$ cat config.mk
export PLATFORM = sky130hd
export DESIGN_NAME = irqfe_flag_enable
export DESIGN_NICKNAME = d
export VERILOG_FILES = /design/src/rtl/irqfe_pkg.sv /design/src/rtl/irqfe_flag_enable.sv
export VERILOG_INCLUDE_DIRS = /design/src /design/src/rtl
export SDC_FILE = /design/constraint.sdc
export NUM_CORES = 1
export LEC_CHECK = 0
export BUFFER_PORTS_ARGS = -buffer_cell sky130_fd_sc_hd__clkbuf_2
export CORE_MARGIN = 5
export CORE_UTILIZATION = 43
export CTS_CLUSTER_DIAMETER = 100
export DETAILED_ROUTE_END_ITERATION = 12
export PLACE_DENSITY = 0.9
export SLEW_MARGIN = 40
export SYNTH_ARGS = -nofsm -noshare
export SYNTH_HDL_FRONTEND = slang
export SYNTH_SLANG_ARGS = --single-unit
$ cat constraint.sdc
create_clock -name sys_clk -period 1.6 [get_ports sys_clk]
set_clock_uncertainty 0.1 [all_clocks]
set_input_delay 0.16 -clock sys_clk [delete_from_list [all_inputs] [get_ports sys_clk]]
set_output_delay 0.16 -clock sys_clk [all_outputs]
set_load 0.02 [all_outputs]
$ cat src/rtl/irqfe_cfg.svh
`ifndef IRQFE_CFG_SVH
`define IRQFE_CFG_SVH
`define IRQFE_ADDR_W        4
`define IRQFE_OFF_FLAGS4    4'h0
`define IRQFE_OFF_ENABLES0  4'h4
`define IRQFE_OFF_STATUS    4'h8
`define IRQFE_OFF_MASK      4'hc
`define IRQFE_FLAG4_MASK    16'h0002
`define IRQFE_EN0_MASK      16'h3fef
`define IRQFE_REG_RESET     16'h0000
`define IRQFE_SERR_BIT      1
`define IRQFE_NSRC          13
`define IRQFE_STAT_W        2
`define IRQFE_STAT_SERR     0
`define IRQFE_STAT_FWD      1
`define IRQFE_STAT_RESET    2'h0
`endif

$ cat src/rtl/irqfe_pkg.sv
`default_nettype none
package irqfe_pkg;
  typedef logic [15:0] irqfe_word_t;
  typedef enum logic {IRQFE_IDLE, IRQFE_DONE} irqfe_bus_t;
endpackage
`default_nettype wire

$ cat src/rtl/irqfe_flag_enable.sv
// Behaviour
// bit 1 of flags group 4 holds the serial-port error request flag.
// the serial error flag reads one once its request has occurred.
// the serial error flag reads zero while no request has occurred.
// flags group 4 bits 15 to 2 read zero and ignore writes.
// flags group 4 bit 0 reads zero.
// serial error flag is software read/write and resets to zero.
// enables group 0 has thirteen read/write enables; bits 15,14,4 read zero.
// an enable of one permits its source; zero blocks it.
// forward request only when flag and enable are both one; flag sets regardless.
//
// The address map and the Avalon-MM slave port were decided locally.
`include "irqfe_cfg.svh"
`default_nettype none
module irqfe_flag_enable #(
  parameter int NSRC = `IRQFE_NSRC
) (
  // clock and reset
  input  wire logic                      sys_clk,
  input  wire logic                      rst_b,
  // avalon-mm slave
  input  wire logic [`IRQFE_ADDR_W-1:0]  avAddress,
  input  wire logic                      avRead,
  input  wire logic                      avWrite,
  input  wire logic [31:0]               avWriteData,
  input  wire logic [3:0]                avByteEnable,
  output var  logic [31:0]               avReadData,
  output logic                           avWaitRequest,
  // serial error event and other flags
  input  wire logic                      serialErrorEvent,
  input  wire logic [15:0]               srcFlags,
  // to and from priority logic
  output var  logic [15:0]               irqEnables,
  output var  logic                      serialErrorFlag,
  output var  logic [15:0]               irqForward,
  output var  logic                      serialErrorForward,
  input  wire logic                      serialErrorEnable,
  // interrupt
  output logic                           irqOut
);
  import irqfe_pkg::*;

  irqfe_word_t flags4_q;
  irqfe_word_t enables0_q;
  logic [`IRQFE_STAT_W-1:0] status_q;
  logic [`IRQFE_STAT_W-1:0] mask_q;
  irqfe_bus_t  busState_q;
  logic        access;
  logic        reqFirst;
  logic [15:0] wrLow;
  logic [15:0] wrMask;
  logic [15:0] fwdNow;
  logic        serrFwdNow;

  function automatic logic hit(input logic [`IRQFE_ADDR_W-1:0] a,
                               input logic [`IRQFE_ADDR_W-1:0] off);
    hit = (a == off);
  endfunction

  function automatic logic mapped(input logic [`IRQFE_ADDR_W-1:0] a);
    mapped = hit(a, `IRQFE_OFF_FLAGS4) | hit(a, `IRQFE_OFF_ENABLES0)
             | hit(a, `IRQFE_OFF_STATUS) | hit(a, `IRQFE_OFF_MASK);
  endfunction

  // first cycle waits and latches read data, second cycle commits writes
  assign reqFirst = (avRead | avWrite) && (busState_q == IRQFE_IDLE);
  assign access = (avRead | avWrite) && (busState_q == IRQFE_DONE);
  assign avWaitRequest = reqFirst;
  assign wrLow = avWriteData[15:0];
  assign wrMask = {{8{avByteEnable[1]}}, {8{avByteEnable[0]}}};

  always_ff @(posedge sys_clk) begin
    if (!rst_b) begin
      busState_q <= IRQFE_IDLE;
    end else begin
      case (busState_q)
        IRQFE_IDLE: if (avRead | avWrite) busState_q <= IRQFE_DONE;
        IRQFE_DONE: busState_q <= IRQFE_IDLE;
        default:    busState_q <= IRQFE_IDLE;
      endcase
    end
  end

  // flags group 4: set wins over software write
  always_ff @(posedge sys_clk) begin
    if (!rst_b) begin
      flags4_q <= `IRQFE_REG_RESET;
    end else begin
      if (access && avWrite && hit(avAddress, `IRQFE_OFF_FLAGS4)) begin
        flags4_q <= ((flags4_q & ~wrMask) | (wrLow & wrMask)) & `IRQFE_FLAG4_MASK;
      end
      if (serialErrorEvent) begin
        flags4_q[`IRQFE_SERR_BIT] <= 1'b1;
      end
    end
  end

  always_ff @(posedge sys_clk) begin
    if (!rst_b) begin
      enables0_q <= `IRQFE_REG_RESET;
    end else if (access && avWrite && hit(avAddress, `IRQFE_OFF_ENABLES0)) begin
      enables0_q <= ((enables0_q & ~wrMask) | (wrLow & wrMask)) & `IRQFE_EN0_MASK;
    end
  end

  // forwarding, one per enable position
  genvar g;
  generate
    for (g = 0; g < 16; g++) begin : gFwd
      assign fwdNow[g] = srcFlags[g] & enables0_q[g];
    end
  endgenerate
  assign serrFwdNow = flags4_q[`IRQFE_SERR_BIT] & serialErrorEnable;

  always_ff @(posedge sys_clk) begin
    if (!rst_b) begin
      irqForward         <= 16'h0000;
      serialErrorForward <= 1'b0;
      irqEnables         <= 16'h0000;
      serialErrorFlag    <= 1'b0;
    end else begin
      irqForward         <= fwdNow;
      serialErrorForward <= serrFwdNow;
      irqEnables         <= enables0_q;
      serialErrorFlag    <= flags4_q[`IRQFE_SERR_BIT];
    end
  end

  // local sticky status, write one to clear, set wins
  always_ff @(posedge sys_clk) begin
    if (!rst_b) begin
      status_q <= `IRQFE_STAT_RESET;
      mask_q   <= `IRQFE_STAT_RESET;
    end else begin
      if (access && avWrite && hit(avAddress, `IRQFE_OFF_MASK) && avByteEnable[0]) begin
        mask_q <= avWriteData[`IRQFE_STAT_W-1:0];
      end
      if (access && avWrite && hit(avAddress, `IRQFE_OFF_STATUS) && avByteEnable[0]) begin
        status_q <= (status_q & ~avWriteData[`IRQFE_STAT_W-1:0])
                    | {(|fwdNow | serrFwdNow), serialErrorEvent};
      end else begin
        status_q <= status_q | {(|fwdNow | serrFwdNow), serialErrorEvent};
      end
    end
  end

  assign irqOut = |(status_q & mask_q);

  always_ff @(posedge sys_clk) begin
    if (!rst_b) begin
      avReadData <= 32'h00000000;
    end else if (reqFirst && avRead) begin
      if (hit(avAddress, `IRQFE_OFF_FLAGS4)) begin
        avReadData <= {16'h0000, flags4_q & `IRQFE_FLAG4_MASK};
      end else if (hit(avAddress, `IRQFE_OFF_ENABLES0)) begin
        avReadData <= {16'h0000, enables0_q & `IRQFE_EN0_MASK};
      end else if (hit(avAddress, `IRQFE_OFF_STATUS)) begin
        avReadData <= {30'h00000000, status_q};
      end else if (hit(avAddress, `IRQFE_OFF_MASK)) begin
        avReadData <= {30'h00000000, mask_q};
      end else begin
        avReadData <= 32'h00000000;
      end
    end
  end

  a_serr_sets: assert property (@(posedge sys_clk) disable iff (!rst_b)
    serialErrorEvent |=> flags4_q[`IRQFE_SERR_BIT])
    else $error("serial error flag did not set");
  a_flag4_unused: assert property (@(posedge sys_clk) disable iff (!rst_b)
    (flags4_q & ~`IRQFE_FLAG4_MASK) == 16'h0000)
    else $error("unused flag bits set");
  a_flag4_bit0: assert property (@(posedge sys_clk) disable iff (!rst_b)
    !flags4_q[0])
    else $error("flag bit 0 set");
  a_en0_unused: assert property (@(posedge sys_clk) disable iff (!rst_b)
    !enables0_q[15] && !enables0_q[14] && !enables0_q[4])
    else $error("unused enable bits set");
  a_fwd_gated: assert property (@(posedge sys_clk) disable iff (!rst_b)
    irqForward == ($past(srcFlags) & $past(enables0_q)))
    else $error("forward not gated by enable");
  a_serr_fwd: assert property (@(posedge sys_clk) disable iff (!rst_b)
    serialErrorForward |-> $past(flags4_q[`IRQFE_SERR_BIT]) && $past(serialErrorEnable))
    else $error("serial error forwarded without flag and enable");
  a_serr_quiet: assert property (@(posedge sys_clk) disable iff (!rst_b)
    !$past(serialErrorEvent) && !$past(flags4_q[`IRQFE_SERR_BIT])
    && !$past(access && avWrite) |-> !flags4_q[`IRQFE_SERR_BIT])
    else $error("serial error flag set without cause");
  a_read_flag: assert property (@(posedge sys_clk) disable iff (!rst_b)
    reqFirst && avRead && hit(avAddress, `IRQFE_OFF_FLAGS4)
    |=> avReadData == {16'h0000, $past(flags4_q)})
    else $error("flag read wrong");
  a_serr_write: assert property (@(posedge sys_clk) disable iff (!rst_b)
    access && avWrite && hit(avAddress, `IRQFE_OFF_FLAGS4) && avByteEnable[0]
    && !serialErrorEvent |=> flags4_q[1] == $past(avWriteData[1]))
    else $error("serial error flag not writable");

  a_wait_first: assert property (@(posedge sys_clk) disable iff (!rst_b)
    (avRead || avWrite) && (busState_q == IRQFE_IDLE)
    |-> avWaitRequest)
    else $error("first request cycle did not wait");

  a_wait_done: assert property (@(posedge sys_clk) disable iff (!rst_b)
    busState_q == IRQFE_DONE
    |-> !avWaitRequest)
    else $error("second request cycle still waiting");

  a_wait_idle: assert property (@(posedge sys_clk) disable iff (!rst_b)
    !avRead && !avWrite
    |-> !avWaitRequest)
    else $error("waitrequest without request");

  a_bus_done: assert property (@(posedge sys_clk) disable iff (!rst_b)
    reqFirst
    |=> busState_q == IRQFE_DONE)
    else $error("bus did not advance");

  a_bus_back: assert property (@(posedge sys_clk) disable iff (!rst_b)
    busState_q == IRQFE_DONE
    |=> busState_q == IRQFE_IDLE)
    else $error("bus did not return to idle");

  a_read_en0: assert property (@(posedge sys_clk) disable iff (!rst_b)
    reqFirst && avRead && hit(avAddress, `IRQFE_OFF_ENABLES0)
    |=> avReadData == {16'h0000, $past(enables0_q)})
    else $error("enable read wrong");

  a_read_stat: assert property (@(posedge sys_clk) disable iff (!rst_b)
    reqFirst && avRead && hit(avAddress, `IRQFE_OFF_STATUS)
    |=> avReadData == {30'h00000000, $past(status_q)})
    else $error("status read wrong");

  a_read_mask: assert property (@(posedge sys_clk) disable iff (!rst_b)
    reqFirst && avRead && hit(avAddress, `IRQFE_OFF_MASK)
    |=> avReadData == {30'h00000000, $past(mask_q)})
    else $error("mask read wrong");

  a_read_unmap: assert property (@(posedge sys_clk) disable iff (!rst_b)
    reqFirst && avRead && !mapped(avAddress)
    |=> avReadData == 32'h00000000)
    else $error("unmapped read not zero");

  a_read_hold: assert property (@(posedge sys_clk) disable iff (!rst_b)
    !(reqFirst && avRead)
    |=> $stable(avReadData))
    else $error("read data moved without read");

  a_read_upper: assert property (@(posedge sys_clk) disable iff (!rst_b)
    avReadData[31:16]
    == 16'h0000)
    else $error("upper read half not zero");

  a_en0_write: assert property (@(posedge sys_clk) disable iff (!rst_b)
    access && avWrite && hit(avAddress, `IRQFE_OFF_ENABLES0) && (avByteEnable[1:0] == 2'h3)
    |=> enables0_q == ($past(avWriteData[15:0]) & `IRQFE_EN0_MASK))
    else $error("enable write lost");

  a_en0_keep: assert property (@(posedge sys_clk) disable iff (!rst_b)
    !(access && avWrite && hit(avAddress, `IRQFE_OFF_ENABLES0))
    |=> $stable(enables0_q))
    else $error("enables changed without write");

  a_en0_byte_hi: assert property (@(posedge sys_clk) disable iff (!rst_b)
    access && avWrite && hit(avAddress, `IRQFE_OFF_ENABLES0) && !avByteEnable[1]
    |=> enables0_q[15:8] == $past(enables0_q[15:8]))
    else $error("disabled byte lane written");

  a_flag4_keep: assert property (@(posedge sys_clk) disable iff (!rst_b)
    !(access && avWrite && hit(avAddress, `IRQFE_OFF_FLAGS4)) && !serialErrorEvent
    |=> $stable(flags4_q))
    else $error("flags changed without cause");

  a_serr_sticky: assert property (@(posedge sys_clk) disable iff (!rst_b)
    flags4_q[`IRQFE_SERR_BIT] && !(access && avWrite && hit(avAddress, `IRQFE_OFF_FLAGS4))
    |=> flags4_q[`IRQFE_SERR_BIT])
    else $error("serial error flag lost");

  a_flag4_write0: assert property (@(posedge sys_clk) disable iff (!rst_b)
    access && avWrite && hit(avAddress, `IRQFE_OFF_FLAGS4) && avByteEnable[0]
    && !serialErrorEvent && !avWriteData[`IRQFE_SERR_BIT] |=> !flags4_q[`IRQFE_SERR_BIT])
    else $error("serial error flag not cleared");

  a_stat_event: assert property (@(posedge sys_clk) disable iff (!rst_b)
    serialErrorEvent
    |=> status_q[`IRQFE_STAT_SERR])
    else $error("status event bit not set");

  a_stat_fwd: assert property (@(posedge sys_clk) disable iff (!rst_b)
    (|fwdNow) || serrFwdNow
    |=> status_q[`IRQFE_STAT_FWD])
    else $error("status forward bit not set");

  a_stat_clear: assert property (@(posedge sys_clk) disable iff (!rst_b)
    access && avWrite && hit(avAddress, `IRQFE_OFF_STATUS) && avByteEnable[0]
    && avWriteData[`IRQFE_STAT_SERR] && !serialErrorEvent |=> !status_q[`IRQFE_STAT_SERR])
    else $error("status event bit not cleared");

  a_stat_keep: assert property (@(posedge sys_clk) disable iff (!rst_b)
    status_q[`IRQFE_STAT_SERR] && !(access && avWrite && hit(avAddress, `IRQFE_OFF_STATUS))
    |=> status_q[`IRQFE_STAT_SERR])
    else $error("status event bit lost");

  a_stat_fwd_clr: assert property (@(posedge sys_clk) disable iff (!rst_b)
    access && avWrite && hit(avAddress, `IRQFE_OFF_STATUS) && avByteEnable[0]
    && avWriteData[`IRQFE_STAT_FWD] && !((|fwdNow) || serrFwdNow) |=> !status_q[`IRQFE_STAT_FWD])
    else $error("status forward bit not cleared");

  a_mask_write: assert property (@(posedge sys_clk) disable iff (!rst_b)
    access && avWrite && hit(avAddress, `IRQFE_OFF_MASK) && avByteEnable[0]
    |=> mask_q == $past(avWriteData[`IRQFE_STAT_W-1:0]))
    else $error("mask write lost");

  a_mask_keep: assert property (@(posedge sys_clk) disable iff (!rst_b)
    !(access && avWrite && hit(avAddress, `IRQFE_OFF_MASK))
    |=> $stable(mask_q))
    else $error("mask changed without write");

  a_copy_en: assert property (@(posedge sys_clk) disable iff (!rst_b)
    irqEnables
    == $past(enables0_q))
    else $error("enable copy wrong");

  a_copy_flag: assert property (@(posedge sys_clk) disable iff (!rst_b)
    serialErrorFlag
    == $past(flags4_q[`IRQFE_SERR_BIT]))
    else $error("flag copy wrong");

  a_serr_fwd_on: assert property (@(posedge sys_clk) disable iff (!rst_b)
    $past(flags4_q[`IRQFE_SERR_BIT]) && $past(serialErrorEnable)
    |-> serialErrorForward)
    else $error("enabled serial error not forwarded");

  a_serr_blocked: assert property (@(posedge sys_clk) disable iff (!rst_b)
    !$past(serialErrorEnable)
    |-> !serialErrorForward)
    else $error("disabled serial error forwarded");

  a_fwd_zero_en: assert property (@(posedge sys_clk) disable iff (!rst_b)
    enables0_q == `IRQFE_REG_RESET
    |=> irqForward == 16'h0000)
    else $error("forward with all enables off");

  a_fwd_unused: assert property (@(posedge sys_clk) disable iff (!rst_b)
    (irqForward & ~`IRQFE_EN0_MASK)
    == 16'h0000)
    else $error("forward on unused position");

  a_reset_clean: assert property (@(posedge sys_clk)
    !rst_b
    |=> flags4_q == `IRQFE_REG_RESET && enables0_q == `IRQFE_REG_RESET)
    else $error("registers not cleared by reset");

  a_reset_bus: assert property (@(posedge sys_clk)
    !rst_b
    |=> busState_q == IRQFE_IDLE && avReadData == 32'h00000000)
    else $error("bus not cleared by reset");
endmodule
`default_nettype wire

* Word level (Yosys, flattened, before mapping)
Cells that the tools add are included.
Widths: inputs -> output; s select.
** Storage, ports and cells
- Register bits after elaboration :: 79
- Output and inout bits :: 68
- Word-level logic and storage cells :: 64
- Bits in read-only memories :: 0
- Bits in latches :: 0
- Bits in writable memories :: 0
- Input bits :: 62
- Memories :: 0
** Operators by class
- Bitwise operators :: 28
- Order comparisons :: 0
- Reductions and logical operators :: 14
- Shift operators :: 0
- Multiply operators :: 0
- $add $sub $neg :: 0
- Equality and inequality tests :: 3
- Divide/modulo/power cells :: 0
- Multiplexer cells :: 9
** Operators by type and width (count)
- $and 14x14->14 :: 2
- $mux 14 :: 2
- $and 1x1->1 :: 14
- $not 14->14 :: 1
- $or 14x14->14 :: 1
- $reduce_or 13->1 :: 1
- $logic_and 1x1->1 :: 10
- $eq 4x4->1 const B :: 2
- $mux 2 :: 4
- $and 2x2->2 :: 3
- $or 2x2->2 :: 3
- $eq 4x3->1 const B :: 1
- $logic_not 4->1 :: 1
- $mux 1 :: 2
- $not 2->2 :: 1
- $or 1x1->1 :: 2
- $pmux 1 s2 :: 1
- $reduce_bool 2->1 :: 1
- $reduce_or 2->1 :: 1
- $not 1->1 :: 1

* Logic depth before layout (Yosys ltp)
Gate-level depths: netlist of the first run.
- Word-level depth :: 6
- Gate-level depth with buffers :: 5

* Worst setup path before layout of the first run
OpenSTA, ideal clock, no wires.
- Kind :: register to register
- Start point :: register busState_q
- End point :: register flags4_q[1]
- Clock period less this slack :: 1.357 ns
- Arrival :: 1.135 ns
- Slack :: 0.243 ns
- Stages on the path, launching flop included :: 5
- Setup time :: 0.122 ns
- Cells stage by stage :: dfxtp_1 and3_1 nand2_1 or4_1 o311a_1
** Between the ends
- Cells in the longest elaborated chain, start to end :: 4
** Ends and longest elaborated chain
- start: declaration :: line irqfe_flag_enable.sv:47 : irqfe_bus_t busState_q;
- start signal: assignment :: line irqfe_flag_enable.sv:74 : busState_q <= IRQFE_IDLE;
- start signal: assignment :: line irqfe_flag_enable.sv:77 : IRQFE_IDLE: if (avRead | avWrite) busState_q <= IRQFE_DONE;
- start signal: assignment :: line irqfe_flag_enable.sv:78 : IRQFE_DONE: busState_q <= IRQFE_IDLE;
- $logic_and 1x1->1 :: line irqfe_flag_enable.sv:67 : assign access = (avRead | avWrite) && (busState_q == IRQFE_DONE);
- $logic_and 1x1->1 (2 in a row) :: line irqfe_flag_enable.sv:89 : if (access && avWrite && hit(avAddress, `IRQFE_OFF_FLAGS4)) begin
- $reduce_bool 2->1 (no line)
- end signal: assignment :: line irqfe_flag_enable.sv:87 : flags4_q <= `IRQFE_REG_RESET;
- end signal: assignment :: line irqfe_flag_enable.sv:90 : flags4_q <= ((flags4_q & ~wrMask) | (wrLow & wrMask)) & `IRQFE_FLAG4_MASK;
- end: declaration :: line irqfe_flag_enable.sv:43 : irqfe_word_t flags4_q;
No other way between the ends.
A chain may end at the register's enable or synchronous reset.

* Final worst setup path of the first run
- Start point :: register busState_q
- End point :: register status_q[1]
** Between the ends
- Cells in the longest elaborated chain, start to end :: 5
** Ends and longest elaborated chain
- $logic_and 1x1->1 :: line irqfe_flag_enable.sv:67
- $logic_and 1x1->1 (3 in a row) :: line irqfe_flag_enable.sv:138 : if (access && avWrite && hit(avAddress, `IRQFE_OFF_STATUS) && avByteEnable[0]) begin
- $mux 2 :: line irqfe_flag_enable.sv:138
- end signal: assignment :: line irqfe_flag_enable.sv:132 : status_q <= `IRQFE_STAT_RESET;
- end signal: assignment :: line irqfe_flag_enable.sv:139 : status_q <= (status_q & ~avWriteData[`IRQFE_STAT_W-1:0])
- end signal: assignment :: line irqfe_flag_enable.sv:142 : status_q <= status_q | {(|fwdNow | serrFwdNow), serialErrorEvent};
- end: declaration :: line irqfe_flag_enable.sv:45 : logic [`IRQFE_STAT_W-1:0] status_q;
No other way between the ends.

==> results of run 1 <==
## layer usage
metal  part of all wire [%]  wire [microns]  GRT usage [%]  vias to the layer above
li1                       -               -              -                      886
met1                     40            2143          17.49                      812
met2                     50            2702          27.48                       86
met3                    8.2             444          4.320                       12
met4                    2.1             115          8.987                        0
met5                      0               0              0                        -
## timing repair
item                                   CTS  global route
hold buffers                            17             0
buffers inserted                         0             0
endpoints found under the hold margin   17             0
## layout make-up
type                    instances  area (sq um)  area share [%]
clock inverters                 2         35.03           1.165
clock buffers                  12         155.1           5.158
inverters                       2         7.507          0.2496
repair buffers                100         593.1           19.72
flip-flops and latches         60          1201           39.93
well taps                      70         87.58           2.912
multi-input cells             139         928.4           30.87
## logic make-up after synthesis
| family | Yosys count |
|---|---|
| muxes | 19 |
| DFF | 60 |
| other | 1 |
| buffers and inverters | 36 |
| and+or+nand+nor | 69 |
| AOI/OAI and AO/OA | 26 |
## worst max-delay path, cell delays in order (launching register included)
cell	delay, ps
dfxtp_1	380
and3_1	270
nand3_1	150
o31a_1	260
o31a_1	230
## cell usage after synthesis (2+ instances only)
| cell type | number |
|---|---|
| dfxtp_1 | 60 |
| buf_4 | 25 |
| mux2i_1 | 17 |
| and2_1 | 16 |
| and3_1 | 16 |
| nor2b_1 | 16 |
| a22o_1 | 12 |
| a22oi_1 | 7 |
| clkbuf_1 | 6 |
| nand3_1 | 5 |
| nand2_1 | 4 |
| nor2_1 | 4 |
| o31a_1 | 3 |
| and3_2 | 2 |
| buf_2 | 2 |
| inv_1 | 2 |
| mux2_2 | 2 |
| nand4_1 | 2 |
## metrics by stage
| stage | hold slack [ps] | setup WS (ps) | utilization [%] | total power, mW |
|---|---|---|---|---|
| 6_report | 6.209 | 99.03 | 58.52 | 3.062 |
| 5_1_grt | 13.62 | 35.15 | 58.52 | 3.158 |
| 4_1_cts | 0.7558 | 124.3 | 58.52 | 3.074 |
| 3_5_place_dp | 317.1 | 108.6 | 51.51 | 1.752 |
| 3_3_place_gp | 301.0 | 162.6 | 51.51 | 1.748 |
| 2_1_floorplan | 183.8 | 243.0 | - | 1.718 |
## power by group through the flow
stage / registers (mW) / clock network, mW / logic (mW)
final: 1.52 / 1.30 / 0.241
after CTS: 1.52 / 1.32 / 0.237
after detailed placement: 1.55 / 0 / 0.202
after floorplan: 1.55 / 0 / 0.164
after global routing: 1.52 / 1.38 / 0.260
after global placement: 1.55 / 0 / 0.199
## final timing paths
path                                 endpoint  slack (ps)  cells past startpoint
worst min-delay path            irqForward[7]           6                      2
worst max register to register    status_q[1]         100                      4
worst max-delay path              status_q[1]         100                      4
worst min register to register  avReadData[2]         380                      1
==> metrics, run 1 <==
status completed; Seq cells post-synth 60; GRT overflow 0; placed cells 354; PortBufs 80; EDFF count, synth 0; commonest non-fill, non-tap cell in the layout clkbuf_2; area leader, netlist dfxtp_1; CTS Buffer Depth 2; vias in the first global route 1736; Synth Area in Compound Gates 9.610%; fraction of layout cells with a size suffix above 1 32.38%; Critical Setup Path Class reg -> reg; VDD IR max 0.6283 mV; clk root buf clkbuf_8; Setup TNS 0 ps; power density over the cells about 1000 nW/um^2; P&R area growth vs syn 32.02%; crit end category flop; crit path DAT 1610 ps; Routed Antenna Nets 0; post-synthesis xor/xnor area fraction 0%; Die Y 82.79 microns; mux cell area share after synthesis 8.457%; Vias 1796; fillers 459; clock power share 42.6%; Sw Pwr 670.7 uW; Synth area leaders dfxtp_1 (53%), buf_4 (8.2%), mux2i_1 (7.5%); CP Launch Type flop; DRC errors left 0; Final Critical Period 1501 ps; Req. time, crit path between 1500 and 2000 ps; CP startpoint busState_q; Final Routed Wirelength 5.406 mm; Via density 4.665; post-synthesis cell type count 28; worst-skew pair later-pin latency approximately 320 ps; RSZ-0062 raised after global routing no; H-tree depth 3; post-synth top area share 52.72%; clock-pin slew on the worst setup and hold paths 60 ps; Antenna Cells 0; I/O pin cnt 130; DR iter-0 viols 75; share of total power in combinational logic just under 8%; placed instance area 2648 sq um; Total GRT Usage 15.89%; sequential fraction of design power roughly half; Final HPWL DP 3.901 mm; synthesized area 2278 sq um; CTS Buf Count 9; Core ar. 5140 sq um; min-delay src srcFlags[7]; Syn Inst Count about 210; clock sinks 60; simple-gate share of the synthesized area 18.56%; commonest non-fill, non-tap cells in the layout clkbuf_2 (80), dfxtp_1 (60), conb_1 (25), mux2i_1 (17), dlygate4sd3_1 (17); sw frac 21.91%; Int Pwr 2.391 mW; WL/cell around 14 microns; Setup-failing EPs final 0; wire length of the first global-routing pass between 8 and 9 mm; initial antenna violation count 0; total die area 6854 sq um; Async SR Flop Fraction 0%; post-cts sizing count 0; row count 26; Syn. warnings 0; CTS tree yes; GP Congestion 0.8799; adder-cell share of the synthesized area 0%; final hold vios 0; Post-synth top flop dfxtp_1; Initial Util 44.33%; chip width 82.79 microns; Final Max Tran Viols 0; pin count of the biggest net entering global routing 28; Max-Cap Viols 0; HP Class in -> reg; Synth Area per Inst 10.80 sq um; f_max 0.6662 GHz; Period Utilization, post-route 93.81%; Total Nets Final 374; leak pwr about 1.5 nW; largest family of logic cells by synthesized area simple AND/OR/NAND/NOR gates; drt first pass iters 4; fin area 3008 sq um; sequential area share after synthesis 52.72%; RR Startpoint busState_q; critical path fanouts, max 5; final std cells w/o fill 385
Note: power is estimated with default switching activity, not from simulation.
==> run 2, diff against run 1 <==
ABC_AREA = 1   (was not set)
CORE_UTILIZATION = 42   (was 43)
PLACE_DENSITY = 0.87   (was 0.9)
==> metrics, run 2 <==
clock power share 41.9% (-0.7 points); Final HPWL DP 4.418 mm (+13%); commonest non-fill, non-tap cell in the layout clkbuf_2; clock-pin slew on the worst setup and hold paths 60 ps (about the same); final worst slack 271.7 ps (+172.7 ps); DR iter-0 viols 75 (unchanged); Via density 4.518 (-3.2%); drt first pass iters 4 (unchanged); RSZ-0062 raised after global routing no; CTS tree yes; Req. time, crit path 1340 ps (-370 ps); Setup-failing EPs final 0 (unchanged); Vias 2155 (+20%); reg2reg setup slack 330 ps (+230 ps); sequential fraction of design power 48.8% (-0.8 points); Total GRT Usage 16.79% (+0.90 points); reg-to-reg endpoint mask_q[0]; Routed Antenna Nets 0 (unchanged); wire length of the first global-routing pass 9.522 mm (+18%); hold endpoint mask_q[0]; CTS Buf Count 9 (unchanged); CP Launch Type flop; vias in the first global route 2086 (+20%); Critical Setup Path Class reg -> out; sequential cell area 1201 sq um (unchanged); WL/cell 12.43 microns (-11%); Post-CTS Setup Inserts 0 (unchanged); area leader, netlist dfxtp_1; cell with the most instances after synthesis dfxtp_1; sw frac 24.20% (+2.3 points); Max-Cap Viols 0 (unchanged); Slowest cell on crit path dfxtp_1; clock sinks 60 (unchanged); CTS Buffer Depth 2 (unchanged); P&R area growth vs syn 33.86%; EDFF count, synth 0 (unchanged); Syn. warnings 0 (unchanged); Die Y 85.34 microns (+3.1%); Sw Pwr 754.4 uW (+12%); VDD IR max 0.4772 mV (-24%); PortBufs 80 (unchanged); total die area 7282 sq um (+6.2%); H-tree depth 3 (unchanged); GP Congestion 0.8817 (+0.20%); Multi-input gate area 920.9 sq um (-0.81%); Final Critical Period 1328 ps (-172.7 ps); Async SR Flop Fraction 0% (unchanged); post-synth top area share 50.39% (-2.3 points); Initial Util 43.29% (-1.0 points); Seq cells post-synth 60 (unchanged); crit path DAT 1070 ps (-540 ps); post-cts sizing count 0 (unchanged); RR Startpoint busState_q; Syn Inst Count 293 (+39%); Core ar. 5507 sq um (+7.1%); final hold vios 0 (unchanged); GRT overflow 0 (unchanged); Final Routed Wirelength 5.930 mm (+9.7%); Period Utilization, post-route 83.02% (-11 points); worst stage delay on the critical path 330 ps (-50 ps); CP cell instances a22o_1, clkbuf_2; Hold Crit Depth 3 (+1); Int Pwr 2.363 mW (-1.2%); Post-synth top flop dfxtp_1; initial antenna violation count 0 (unchanged); min-delay src avWriteData[0]; Synth Area per Inst 8.135 sq um (-25%); commonest cells in the netlist dfxtp_1 (60), nand2_1 (50), nor2_1 (50), buf_4 (26), inv_1 (22); leak pwr 1.661 nW (+10%); post-synthesis cell type count 26 (-7.1%); HP Class in -> reg; Place WS 342.2 ps (+233.5 ps); fillers 497 (+8.3%); share of total power in combinational logic 9.3% (+1.4 points); Setup TNS 0 ps (unchanged); worst-skew pair later-pin latency 340 ps (+20 ps); commonest non-fill, non-tap cells in the layout clkbuf_2 (80), dfxtp_1 (60), nor2_1 (50), nand2_1 (50), conb_1 (25); Total Nets Final 463 (+24%); f_max 0.7529 GHz (+13%); Antenna Cells 0 (unchanged); chip width 85.34 microns (+3.1%); Synth area leaders dfxtp_1 (50%), buf_4 (8.2%), nand2_1 (7.9%); post-layout util 57.94% (-0.58 points); status completed; pin count of the biggest net entering global routing 43 (+54%); I/O pin cnt 130 (unchanged); Final Max Tran Viols 0 (unchanged); clk root buf clkbuf_8; power density over the cells 977.2 nW/um^2 (-4.0%); critical path fanouts, max 3 (-2); crit end category output pin; row count 27 (+3.8%); synthesized area 2384 sq um (+4.6%); sequential area share after synthesis 50.39% (-2.3 points); R2R cell count 7 (+3); DRC errors left 0 (unchanged); fraction of layout cells with a size suffix above 1 31.11% (-1.3 points)
## run 2: cell types whose count changed in the layout (fill, tap and decap cells not counted), moves of 11 or more
cell     change
nand2_1     +46
a22o_1      -11
inv_1       +20
nor2_1      +46
nor2b_1     -16
o21ai_1     +13
and2_1      -16
nand3_1     +16
and3_1      -16
mux2i_1     -17
## run 2: worst max-delay path by stage
| stage | from | to | slack [ps] | cells after the start |
|---|---|---|---|---|
| global placement | avAddress[0] | avReadData[13] | 370 | 6 |
| detailed placement | avAddress[0] | avReadData[13] | 340 | 6 |
| floorplan | busState_q | avReadData[10] | 380 | 6 |
| global route | status_q[1] | irqOut | 240 | 2 |
| CTS | status_q[1] | irqOut | 270 | 2 |
| finish | status_q[1] | irqOut | 270 | 2 |
## run 2: worst max-delay path: cells and delay by family (launching register included)
kind / cells / cell delay, ps
AO/OA/AOI/OAI: 1 / 250
flip-flops: 1 / 330
buffers and inverters: 1 / 160
## run 2: logic make-up after synthesis
logic type / share of synthesized area (%)
other cells: 0.1573
flops: 50.39
compound gates: 8.451
buf+inv: 14.75
simple gates: 26.25
## run 2: power by group through the flow
stage	logic, mW	clock network [mW]	registers, mW
finish	0.290	1.31	1.52
floorplan	0.195	0	1.56
CTS	0.285	1.33	1.52
detailed placement	0.241	0	1.55
global placement	0.238	0	1.55
global route	0.316	1.39	1.52
## run 2: metrics by stage
| step | cell area (sq um) | cells | total power, mW | hold WS [ps] |
|---|---|---|---|---|
| 2_1_floorplan | 2474 | 317 | 1.755 | 194.9 |
| 3_3_place_gp | 2760 | 438 | 1.792 | 295.7 |
| 3_5_place_dp | 2760 | 438 | 1.795 | 294.9 |
| 4_1_cts | 3181 | 476 | 3.135 | 0.3539 |
| 5_1_grt | 3191 | 477 | 3.233 | 21.63 |
| 6_report | 3191 | 477 | 3.118 | 17.03 |
## run 2: layout make-up
| class | instances | share of cell area [%] |
|---|---|---|
| tap | 72 | 2.824 |
| clock buffer | 10 | 4.314 |
| inverter | 28 | 3.529 |
| multi-input combinational | 195 | 28.86 |
| timing repair buffer | 107 | 21.18 |
| clock inverter | 5 | 1.647 |
| sequential | 60 | 37.65 |
## run 2: per-layer routing
layer | track usage, % | vias to the layer above | wire, microns
met3 | 3.981 | 17 | 504
met2 | 28.60 | 97 | 2861
met5 | 0 | - | 0
met1 | 19.24 | 958 | 2395
li1 | - | 1083 | -
met4 | 9.209 | 0 | 168
## run 2: repair_timing
action	CTS	global route
endpoints found under the hold margin	23	1
hold buffers	23	1
endpoints found under the setup margin	0	0
